$ cat src/design/dnm_pkg.sv
`default_nettype none
package dnm_pkg;
  // ==========================================
  // Register map
  localparam logic [7:0] DNM_MASK_OFFSET = 8'h67;
  localparam logic [7:0] DNM_MASK_RESET = 8'h00;
  localparam int DNM_FIRST_SLOT = 16;
  localparam int DNM_MASK_WIDTH = 8;
  localparam logic [4:0] DNM_FIRST_SLOT_5 = 5'h10;

  // ==========================================
  // Register access request
  typedef struct packed {
    logic wr;
    logic rd;
    logic [7:0] addr;
    logic [7:0] wdata;
  } dnm_req_t;

  // Slot stream
  typedef struct packed {
    logic valid;
    logic [4:0] slot;
    logic [31:0] data;
  } dnm_slot_t;
endpackage
`default_nettype wire

$ cat src/design/dnm_rx_mask.sv
`timescale 1ns/100ps
`default_nettype none
module dnm_rx_mask #(
  parameter int MASK_WIDTH = 8
) (
  // Clock and reset
  input wire logic mclk_in,
  input wire logic nrst_in,
  // Register access
  input wire dnm_pkg::dnm_req_t req_in,
  output logic [7:0] rdata_out,
  output logic rvalid_out,
  // Node role and commit
  input wire logic is_target_in,
  input wire logic new_structure_commit_in,
  input wire logic [7:0] local_downstream_slot_count_in,
  // Downstream slot stream
  input wire dnm_pkg::dnm_slot_t slot_in,
  output dnm_pkg::dnm_slot_t sport_out,
  // Status
  output logic [7:0] active_mask_out,
  output logic use_slot_count_out,
  output logic [7:0] slot_count_out
);
  import dnm_pkg::*;

  typedef struct packed {
    logic [7:0] pending;
    logic [7:0] rdata;
    logic rvalid;
    dnm_slot_t sport;
  } dnm_state_t;

  dnm_state_t state;
  dnm_state_t next_state;
  logic [7:0] active;
  logic [7:0] slot_hit;
  logic in_range;
  logic [4:0] rel;
  logic all_zero;
  logic [7:0] slot_dec;
  logic rx_enable_down_slot_16;
  logic rx_enable_down_slot_17;
  logic rx_enable_down_slot_18;
  logic rx_enable_down_slot_19;
  logic rx_enable_down_slot_20;
  logic rx_enable_down_slot_21;
  logic rx_enable_down_slot_22;
  logic rx_enable_down_slot_23;

  // ==========================================
  // Slot decode
  function automatic logic [7:0] slot_onehot(input logic [4:0] slot);
    logic [4:0] r;
    r = slot - DNM_FIRST_SLOT_5;
    slot_onehot = 8'h00;
    if (slot >= DNM_FIRST_SLOT_5 && r < 5'h08) begin
      slot_onehot[r[2:0]] = 1'b1;
    end
  endfunction

  dnm_apply u_apply (
    .mclk_in(mclk_in),
    .nrst_in(nrst_in),
    .pending_in(state.pending),
    .commit_in(new_structure_commit_in),
    .active_out(active)
  );

  assign rel = slot_in.slot - DNM_FIRST_SLOT_5;
  assign slot_dec = slot_onehot(slot_in.slot);
  assign in_range = |slot_dec;
  assign all_zero = (active == 8'h00);

  // ==========================================
  // Per-slot enables of the active mask
  assign rx_enable_down_slot_16 = active[0];
  assign rx_enable_down_slot_17 = active[1];
  assign rx_enable_down_slot_18 = active[2];
  assign rx_enable_down_slot_19 = active[3];
  assign rx_enable_down_slot_20 = active[4];
  assign rx_enable_down_slot_21 = active[5];
  assign rx_enable_down_slot_22 = active[6];
  assign rx_enable_down_slot_23 = active[7];

  genvar g;
  generate
    for (g = 0; g < MASK_WIDTH; g++) begin : gen_hit
      assign slot_hit[g] = active[g] & slot_dec[g];
    end
  endgenerate

  // ==========================================
  // Register and slot logic
  always_comb begin
    next_state = state;
    next_state.rvalid = 1'b0;
    next_state.sport.valid = 1'b0;
    if (!nrst_in) begin
      next_state.pending = DNM_MASK_RESET;
      next_state.rdata = 8'h00;
      next_state.sport = '0;
    end else begin
      if (req_in.wr && req_in.addr == DNM_MASK_OFFSET) begin
        next_state.pending = req_in.wdata;
      end
      if (req_in.rd) begin
        next_state.rvalid = 1'b1;
        next_state.rdata = (req_in.addr == DNM_MASK_OFFSET) ? state.pending : 8'h00;
      end
      if (slot_in.valid && is_target_in && in_range && !all_zero && |slot_hit) begin
        next_state.sport.valid = 1'b1;
        next_state.sport.slot = slot_in.slot;
        next_state.sport.data = slot_in.data;
      end
    end
  end

  always_ff @(posedge mclk_in) begin
    state <= next_state;
  end

  assign rdata_out = state.rdata;
  assign rvalid_out = state.rvalid;
  assign sport_out = state.sport;
  assign active_mask_out = active;
  assign use_slot_count_out = all_zero | ~is_target_in;
  assign slot_count_out = local_downstream_slot_count_in;

  // ==========================================
  // Checks
  chk_read_pending: assert property (@(posedge mclk_in) disable iff (!nrst_in)
    req_in.rd && req_in.addr == DNM_MASK_OFFSET && !req_in.wr |=> rvalid_out && rdata_out == $past(state.pending))
    else $error("read did not return pending mask");
  chk_write_store: assert property (@(posedge mclk_in) disable iff (!nrst_in)
    req_in.wr && req_in.addr == DNM_MASK_OFFSET ##1 req_in.rd && req_in.addr == DNM_MASK_OFFSET && !req_in.wr
    |=> rdata_out == $past(req_in.wdata, 2)) else $error("write not visible on read");
  chk_accept_bit: assert property (@(posedge mclk_in) disable iff (!nrst_in)
    slot_in.valid && is_target_in && in_range && active[rel[2:0]]
    |=> sport_out.valid && sport_out.slot == $past(slot_in.slot))
    else $error("enabled slot not forwarded");
  chk_reject_bit: assert property (@(posedge mclk_in) disable iff (!nrst_in)
    slot_in.valid && in_range && !active[rel[2:0]] |=> !sport_out.valid)
    else $error("disabled slot forwarded");
  chk_controller_off: assert property (@(posedge mclk_in) disable iff (!nrst_in)
    !is_target_in |=> !sport_out.valid)
    else $error("controller node forwarded slot");
  chk_zero_count: assert property (@(posedge mclk_in) disable iff (!nrst_in)
    active == 8'h00 |-> use_slot_count_out && !(|slot_hit))
    else $error("zero mask not handed to slot count");
  chk_out_range: assert property (@(posedge mclk_in) disable iff (!nrst_in)
    slot_in.valid && !in_range |=> !sport_out.valid)
    else $error("out of range slot forwarded");
  chk_no_early: assert property (@(posedge mclk_in) disable iff (!nrst_in)
    !new_structure_commit_in |=> active == $past(active))
    else $error("mask applied before commit");
  chk_reset_clear: assert property (@(posedge mclk_in)
    !nrst_in |=> rdata_out == 8'h00 && !rvalid_out && !sport_out.valid && active_mask_out == 8'h00)
    else $error("outputs not cleared by reset");
  chk_rvalid_pulse: assert property (@(posedge mclk_in) disable iff (!nrst_in)
    !req_in.rd |=> !rvalid_out)
    else $error("read valid without read request");
  chk_pending_hold: assert property (@(posedge mclk_in) disable iff (!nrst_in)
    !(req_in.wr && req_in.addr == DNM_MASK_OFFSET) |=> $stable(state.pending))
    else $error("pending mask changed without write");
  chk_forward_data: assert property (@(posedge mclk_in) disable iff (!nrst_in)
    slot_in.valid && is_target_in && in_range && active[rel[2:0]] |=> sport_out.data == $past(slot_in.data))
    else $error("forwarded slot data wrong");
  chk_zero_drop: assert property (@(posedge mclk_in) disable iff (!nrst_in)
    slot_in.valid && active == 8'h00 |=> !sport_out.valid)
    else $error("slot forwarded with zero mask");
  chk_count_pass: assert property (@(posedge mclk_in) disable iff (!nrst_in)
    slot_count_out == local_downstream_slot_count_in)
    else $error("slot count not passed through");

  // ==========================================
  // Per-slot checks
  chk_slot16_accept: assert property (@(posedge mclk_in) disable iff (!nrst_in)
    slot_in.valid && is_target_in && slot_in.slot == DNM_FIRST_SLOT_5 && rx_enable_down_slot_16 |=> sport_out.valid)
    else $error("slot 16 enabled but not forwarded");
  chk_slot17_accept: assert property (@(posedge mclk_in) disable iff (!nrst_in)
    slot_in.valid && is_target_in && slot_in.slot == DNM_FIRST_SLOT_5 + 5'h01 && rx_enable_down_slot_17
    |=> sport_out.valid) else $error("slot 17 enabled but not forwarded");
  chk_slot18_accept: assert property (@(posedge mclk_in) disable iff (!nrst_in)
    slot_in.valid && is_target_in && slot_in.slot == DNM_FIRST_SLOT_5 + 5'h02 && rx_enable_down_slot_18
    |=> sport_out.valid) else $error("slot 18 enabled but not forwarded");
  chk_slot19_accept: assert property (@(posedge mclk_in) disable iff (!nrst_in)
    slot_in.valid && is_target_in && slot_in.slot == DNM_FIRST_SLOT_5 + 5'h03 && rx_enable_down_slot_19
    |=> sport_out.valid) else $error("slot 19 enabled but not forwarded");
  chk_slot20_accept: assert property (@(posedge mclk_in) disable iff (!nrst_in)
    slot_in.valid && is_target_in && slot_in.slot == DNM_FIRST_SLOT_5 + 5'h04 && rx_enable_down_slot_20
    |=> sport_out.valid) else $error("slot 20 enabled but not forwarded");
  chk_slot21_accept: assert property (@(posedge mclk_in) disable iff (!nrst_in)
    slot_in.valid && is_target_in && slot_in.slot == DNM_FIRST_SLOT_5 + 5'h05 && rx_enable_down_slot_21
    |=> sport_out.valid) else $error("slot 21 enabled but not forwarded");
  chk_slot22_accept: assert property (@(posedge mclk_in) disable iff (!nrst_in)
    slot_in.valid && is_target_in && slot_in.slot == DNM_FIRST_SLOT_5 + 5'h06 && rx_enable_down_slot_22
    |=> sport_out.valid) else $error("slot 22 enabled but not forwarded");
  chk_slot23_accept: assert property (@(posedge mclk_in) disable iff (!nrst_in)
    slot_in.valid && is_target_in && slot_in.slot == DNM_FIRST_SLOT_5 + 5'h07 && rx_enable_down_slot_23
    |=> sport_out.valid) else $error("slot 23 enabled but not forwarded");

  // ==========================================
  // Coverage
  cov_forward: cover property (@(posedge mclk_in) sport_out.valid);
  cov_commit: cover property (@(posedge mclk_in) new_structure_commit_in && state.pending != active);
  cov_zero: cover property (@(posedge mclk_in) nrst_in && use_slot_count_out && is_target_in);
  cov_read_pending: cover property (@(posedge mclk_in) nrst_in && rvalid_out && rdata_out != active);
endmodule // dnm_rx_mask
`default_nettype wire

$ cat src/design/dnm_apply.sv
`timescale 1ns/100ps
`default_nettype none
module dnm_apply (
  // Clock and reset
  input wire logic mclk_in,
  input wire logic nrst_in,
  // Pending mask and commit
  input wire logic [7:0] pending_in,
  input wire logic commit_in,
  // Active mask
  output logic [7:0] active_out
);
  import dnm_pkg::*;

  typedef struct packed {
    logic [7:0] active;
  } dnm_apply_state_t;

  dnm_apply_state_t state;
  dnm_apply_state_t next_state;

  // ==========================================
  // Commit transfer
  always_comb begin
    next_state = state;
    if (!nrst_in) begin
      next_state.active = DNM_MASK_RESET;
    end else if (commit_in) begin
      next_state.active = pending_in;
    end
  end

  always_ff @(posedge mclk_in) begin
    state <= next_state;
  end

  assign active_out = state.active;

  chk_commit_loads: assert property (@(posedge mclk_in) disable iff (!nrst_in)
    commit_in |=> active_out == $past(pending_in)) else $error("active mask not loaded on commit");
  chk_hold_no_commit: assert property (@(posedge mclk_in) disable iff (!nrst_in)
    !commit_in |=> $stable(active_out)) else $error("active mask changed without commit");
endmodule // dnm_apply
`default_nettype wire

$ cat config.mk
export PLATFORM = sky130hd
export DESIGN_NAME = dnm_rx_mask
export DESIGN_NICKNAME = d
export VERILOG_FILES = /design/src/design/dnm_pkg.sv /design/src/design/dnm_rx_mask.sv /design/src/design/dnm_apply.sv
export SDC_FILE = /design/constraint.sdc
export NUM_CORES = 1
export LEC_CHECK = 0
export BUFFER_PORTS_ARGS = -buffer_cell sky130_fd_sc_hd__buf_2
export CAP_MARGIN = 20
export CORE_ASPECT_RATIO = 0.8
export CORE_UTILIZATION = 40
export CTS_CLUSTER_SIZE = 40
export DETAILED_ROUTE_END_ITERATION = 10
export GPL_TIMING_DRIVEN = 0
export PLACE_DENSITY = 0.73
export RECOVER_POWER = 50
export SLEW_MARGIN = 10
export SYNTH_ARGS = -nofsm -noshare
export SYNTH_HDL_FRONTEND = slang
export SYNTH_SLANG_ARGS = --single-unit
$ cat constraint.sdc
create_clock -name mclk_in -period 1.5 [get_ports mclk_in]
set_input_delay 0 -clock mclk_in [delete_from_list [all_inputs] [get_ports mclk_in]]
set_output_delay 0 -clock mclk_in [all_outputs]
set_load 0.05 [all_outputs]
==> Word-level counts from Yosys, hierarchy flattened <==
Cells that the tools add are included.
{ "word_totals": {"ff_bits": 63, "word_cells": 40} }
{ "op_classes": {"bitwise": 10, "n_addsub": 1, "n_eq_ne": 1, "n_lt_le_gt_ge": 4, "muxes": 6, "n_reduce_logical": 11} }
{ "ops": {"columns": ["cell", "count"], "rows": [
  ["$mux W38", 1],
  ["$mux W8", 2],
  ["$reduce_or A8 Y1", 2],
  ["$and A1 B1 Y1", 8],
  ["$eq A8 B7 Y1 const B", 1],
  ["$logic_not A8 Y1", 1],
  ["$logic_and A1 B1 Y1", 7],
  ["$ge A5 B5 Y1 const B", 1],
  ["$lt A5 B4 Y1 const B", 1],
  ["$sub A5 B5 Y5 const B", 1],
  ["$lt A3 B4 Y1 const B", 1],
  ["$demux W1 S3", 1],
  ["$ge A3 B1 Y1 const B", 1],
  ["$mux W1", 2],
  ["$logic_not A1 Y1", 1],
  ["$not A1 Y1", 1],
  ["$or A1 B1 Y1", 1]
]} }

==> Longest topological paths before layout <==
{ "logic_depth": {"depth_word": 11, "mapped_depth": 6, "depth_no_buf": 4} }

==> Hierarchy <==
Synthesis repeated with hierarchy kept, for this count alone.
{ "hier_totals": {"cells_unflattened": 317, "area_unflattened_um2": 2934.1} }
{ "by_module_without_submodules": {"columns": ["module", "cells_per_inst", "area_per_inst_um2", "seq_area_each_um2", "instances"], "rows": [
  ["dnm_rx_mask", 292, 2632.5, 1101.1, 1],
  ["dnm_apply", 25, 301.5, 160.2, 1]
]} }

==> Worst setup path before layout <==
OpenSTA, ideal clock, no wires.
{ "synth_path": {"kind": "register to register", "startpoint": "reg u_apply.state (netlist bit u_apply.active_out[7])", "endpoint": "reg state (netlist bit sport_out[10])", "synth_period_minus_slack_ns": 1.768, "n_path_buf": 2, "t_arrival_ns": 1.697, "stages_incl_launch_ff": 6, "setup_slack_ns": -0.268, "setup_time_ns": 0.072, "path_cell_list": "dfxtp_1 mux4_2 o2111ai_2 buf_6 buf_12 mux2i_1"} }
{ "synth_via": {"elab_chain_cells": 4, "word_cells_on_any_way": 6} }
{ "synth_lines": {"columns": ["element", "line_no", "source"], "rows": [
  ["from (decl)", "dnm_apply.sv:19", "dnm_apply_state_t state;"],
  ["from (signal assigned)", "dnm_apply.sv:34", "state <= next_state;"],
  ["$logic_not A8 Y1", "dnm_rx_mask.sv:73", "assign all_zero = (active == 8'h00);"],
  ["$logic_not A1 Y1", "dnm_rx_mask.sv:111", "if (slot_in.valid && is_target_in && in_range && !all_zero && |slot_hit) begin"],
  ["$logic_and A1 B1 Y1", "dnm_rx_mask.sv:111", null],
  ["$logic_and A1 B1 Y1 *", "dnm_rx_mask.sv:111", null],
  ["to (signal assigned)", "dnm_rx_mask.sv:120", "state <= next_state;"],
  ["to (decl)", "dnm_rx_mask.sv:34", "dnm_state_t state;"]
]} }
Every way passes the cells marked *; elsewhere a longest branch is shown, timed or not.
A chain may end at the register's enable or synchronous reset.

==> Worst setup path in the final report <==
{ "layout_path": {"startpoint": "reg u_apply.state (netlist bit u_apply.active_out[5])", "endpoint": "reg state (netlist bit sport_out[8])"} }
The elaborated chain is that of the path after synthesis.

==> impl_metrics.env <==
export IMPL_tightest_slew_ps=775
export IMPL_start_util=0.419
export IMPL_clkPwrFrac=0.419
export IMPL_synth_common_cells="nand2_1 (71), dfxtp_1 (63), buf_4 (55)"
export IMPL_grt_pass1_wl_um=12000
export IMPL_setup_viol=35
export IMPL_violations="negative setup slack"
export IMPL_gp_congestion=0.854
export IMPL_clk_pin_slew_worst_paths_ps=70
export IMPL_post_drt_wl_per_cell_um=13.0
export IMPL_drt_first_pass_iters=4
export IMPL_cts_max_level=3
export IMPL_syn_nets=386
export IMPL_timing_fmax_mhz=594
export IMPL_synth_seq_cells=63
export IMPL_p_seq_frac=0.481
export IMPL_finalInstanceArea_mm2=0.00431
export IMPL_critPathArrivalTime_ps=1940
export IMPL_row_count=27
export IMPL_track_usage=0.198
export IMPL_clock_path_buffers=2
export IMPL_placed_cell_area_mm2=0.00365
export IMPL_die_x_um=97.4
export IMPL_diodes=0
export IMPL_yosysWarnings=0
export IMPL_drc=0
export IMPL_finalNonFillerCells=593
export IMPL_cpMaxStageDelayCell="mux4_2"
export IMPL_first_global_vias=2663
export IMPL_place_inst=526
export IMPL_cp_max_fo=10
export IMPL_cap_violations=0
export IMPL_vias=2713
export IMPL_hpwlAfterDp_um=5020
export IMPL_cts_tree="done"
export IMPL_seq_area_frac_synth=0.433
export IMPL_root_buffer="clkbuf_8"
export IMPL_clk_latency_ps=340
export IMPL_portBuffers=121
export IMPL_slew_headroom=0.482
export IMPL_via_per_inst=4.58
export IMPL_path_buf_inv=2
export IMPL_timing_hold_ws_ps=21.6
export IMPL_cts_sinks=63
export IMPL_drt_initial_drc_count=60
export IMPL_fin_crit_sh=1.12
export IMPL_hold_class="in -> reg"
export IMPL_syn_inst=318
export IMPL_leakagePower_nw=2.23
export IMPL_synth_cell_types=24
export IMPL_ys_async_sr_fraction=0
export IMPL_critical_path_class="reg -> reg"
export IMPL_synth_edf_count=0
export IMPL_p_sw_uw=816
export IMPL_setup_ws_ps=-184
export IMPL_power_density_mw_per_mm2=803
export IMPL_cp_required_ps=1750
export IMPL_power_share_switching=0.236
export IMPL_hold_viol=0
export IMPL_finClkSkew_ps=7.77
export IMPL_yosysTopAreaCell="dfxtp_1"
export IMPL_p_int_mw=2.65
export IMPL_min_period_ps=1680
export IMPL_syn_area_mm2=0.00291
export IMPL_avgSynthCellArea_um2=9.16
export IMPL_critPathLaunchType="register"
export IMPL_p_total_mw=3.46
export IMPL_final_layout_size_suffix_gt1_frac=0.358
export IMPL_nNetsFinal=569
export IMPL_drv_slew=0
export IMPL_yosysTopAreaCellShare=0.433
export IMPL_pwr_share_comb=0.100
export IMPL_path_cells="mux4_2 > o2111ai_2 > buf_6 > buf_12 > mux2i_1"
export IMPL_overflow=0
export IMPL_grt_start_max_net_pins=12
export IMPL_slowest_delay_ps=470
export IMPL_critPathTopFamily="multiplexers"
export IMPL_drt_total_wl_um=7710
export IMPL_numCtsBuffers=9
export IMPL_syn2layout_area_growth_pct=48.0
export IMPL_antenna_found_initial=0
export IMPL_die_area_mm2=0.00763
export IMPL_synth_area_top_cells="dfxtp_1 (43%), mux2i_1 (18%), buf_4 (14%), nand2_1 (9.1%), nor2_1 (3.3%)"
export IMPL_route_antenna_remaining_nets=0
export IMPL_pre_cts_ws_ps=-195
export IMPL_yosysMostFrequentCell="nand2_1"
export IMPL_die_height_um=78.3
export IMPL_critPathCaptureType="register"
export IMPL_boundaryPins=132
export IMPL_synth_flop_cell="dfxtp_1"
export IMPL_core_mm2=0.00696
export IMPL_peakVddDrop_mv=0.376
export IMPL_status="finished with violations"
export IMPL_rsz0062_at_grt="true"
## power by group through the flow
| stage | Clock [mW] | Combinational (mW) | Sequential [mW] |
|---|---|---|---|
| final | 1.45 | 0.345 | 1.67 |
| after global routing | 1.57 | 0.373 | 1.67 |
| after CTS | 1.50 | 0.343 | 1.67 |
| after detailed placement | 0 | 0.258 | 1.71 |
| after global placement | 0 | 0.255 | 1.71 |
| after floorplan | 0 | 0.137 | 1.71 |
## worst reg2reg max path, stage by stage, from the launching register on
cell	delay (ps)
dfxtp_4	350
mux4_2	470
o2111ai_2	220
buf_6	200
buf_12	160
mux2i_1	210
## cells by family after synthesis
logic type             synth area share
muxes                             0.186
and+or+nand+nor                   0.173
AOI/OAI and AO/OA                0.0275
buffers and inverters             0.180
DFF                               0.433
## cell usage in the layout, fill, tap and decap left out
cell and instances:
buf_4 63, nand4b_1 1, o2111ai_2 1, mux2i_1 52, a21oi_1 11, nor2_1 26, inv_4 1, inv_1 4
dfxtp_2 4, buf_12 2, buf_2 86, nor4_2 1, clkinv_2 1, clkinvlp_4 2, and3_1 1, nor2b_1 8
dfxtp_4 4, clkbuf_16 1, nor4b_2 1, buf_6 1, nand4bb_1 1, clkbuf_8 10, mux4_2 1, clkbuf_1 46
bufinv_16 1, nor4_4 1, and2_1 1, nand2_1 71, a41o_1 1, buf_1 1, dfxtp_1 55, clkinv_1 1
nor4_1 1, dlygate4sd3_1 42, nand3_1 2
## cell type report
class | count | area (um^2)
plain buffers | 69 | 505
fillers | 619 | 2650
inverters | 5 | 18.8
clock inverters | 5 | 56.3
clock buffers | 11 | 141
well taps | 87 | 109
flip-flops and latches | 63 | 1280
repair buffers | 172 | 1070
multi-input cells | 181 | 1130
## per-stage QoR
step           setup TNS [ps]   util
5_1_grt                 -6760  0.620
4_1_cts                 -3630  0.623
3_5_place_dp            -4210  0.524
3_3_place_gp            -3130  0.524
6_report                -4020  0.620
2_1_floorplan           -2930      -
## per-layer routing
| layer | wire length, um | track usage | vias to the layer above |
|---|---|---|---|
| li1 | - | - | 1346 |
| met4 | 192 | 0.0853 | 0 |
| met3 | 461 | 0.0525 | 22 |
| met1 | 3390 | 0.233 | 1241 |
| met2 | 3670 | 0.341 | 104 |
| met5 | 0 | 0 | - |
## repair_timing
action | CTS | global route
gates cloned | 0 | 1
buffers inserted | 8 | 0
resized for setup | 1 | 0
hold buffers | 42 | 0
endpoints found under the setup margin | 37 | 39
endpoints found under the hold margin | 42 | 0
## flip-flops by register name (all words and copies together), names as in the netlist
register            cells
rvalid_out              1
state                   8
u_apply.active_out      8
sport_out              38
rdata_out               8
## path summary, 6_finish.rpt
path / startpoint / slack, ps / end / cells after the start
hold / removal: req_in[16] / 20 / rvalid_out / 2
setup reg to reg: u_apply.active_out[5] / -180 / sport_out[8] / 5
hold reg to reg: sport_out[36] / 440 / sport_out[36] / 2
setup / recovery: u_apply.active_out[5] / -180 / sport_out[8] / 5
No activity file was read; power rests on OpenSTA's default activity.
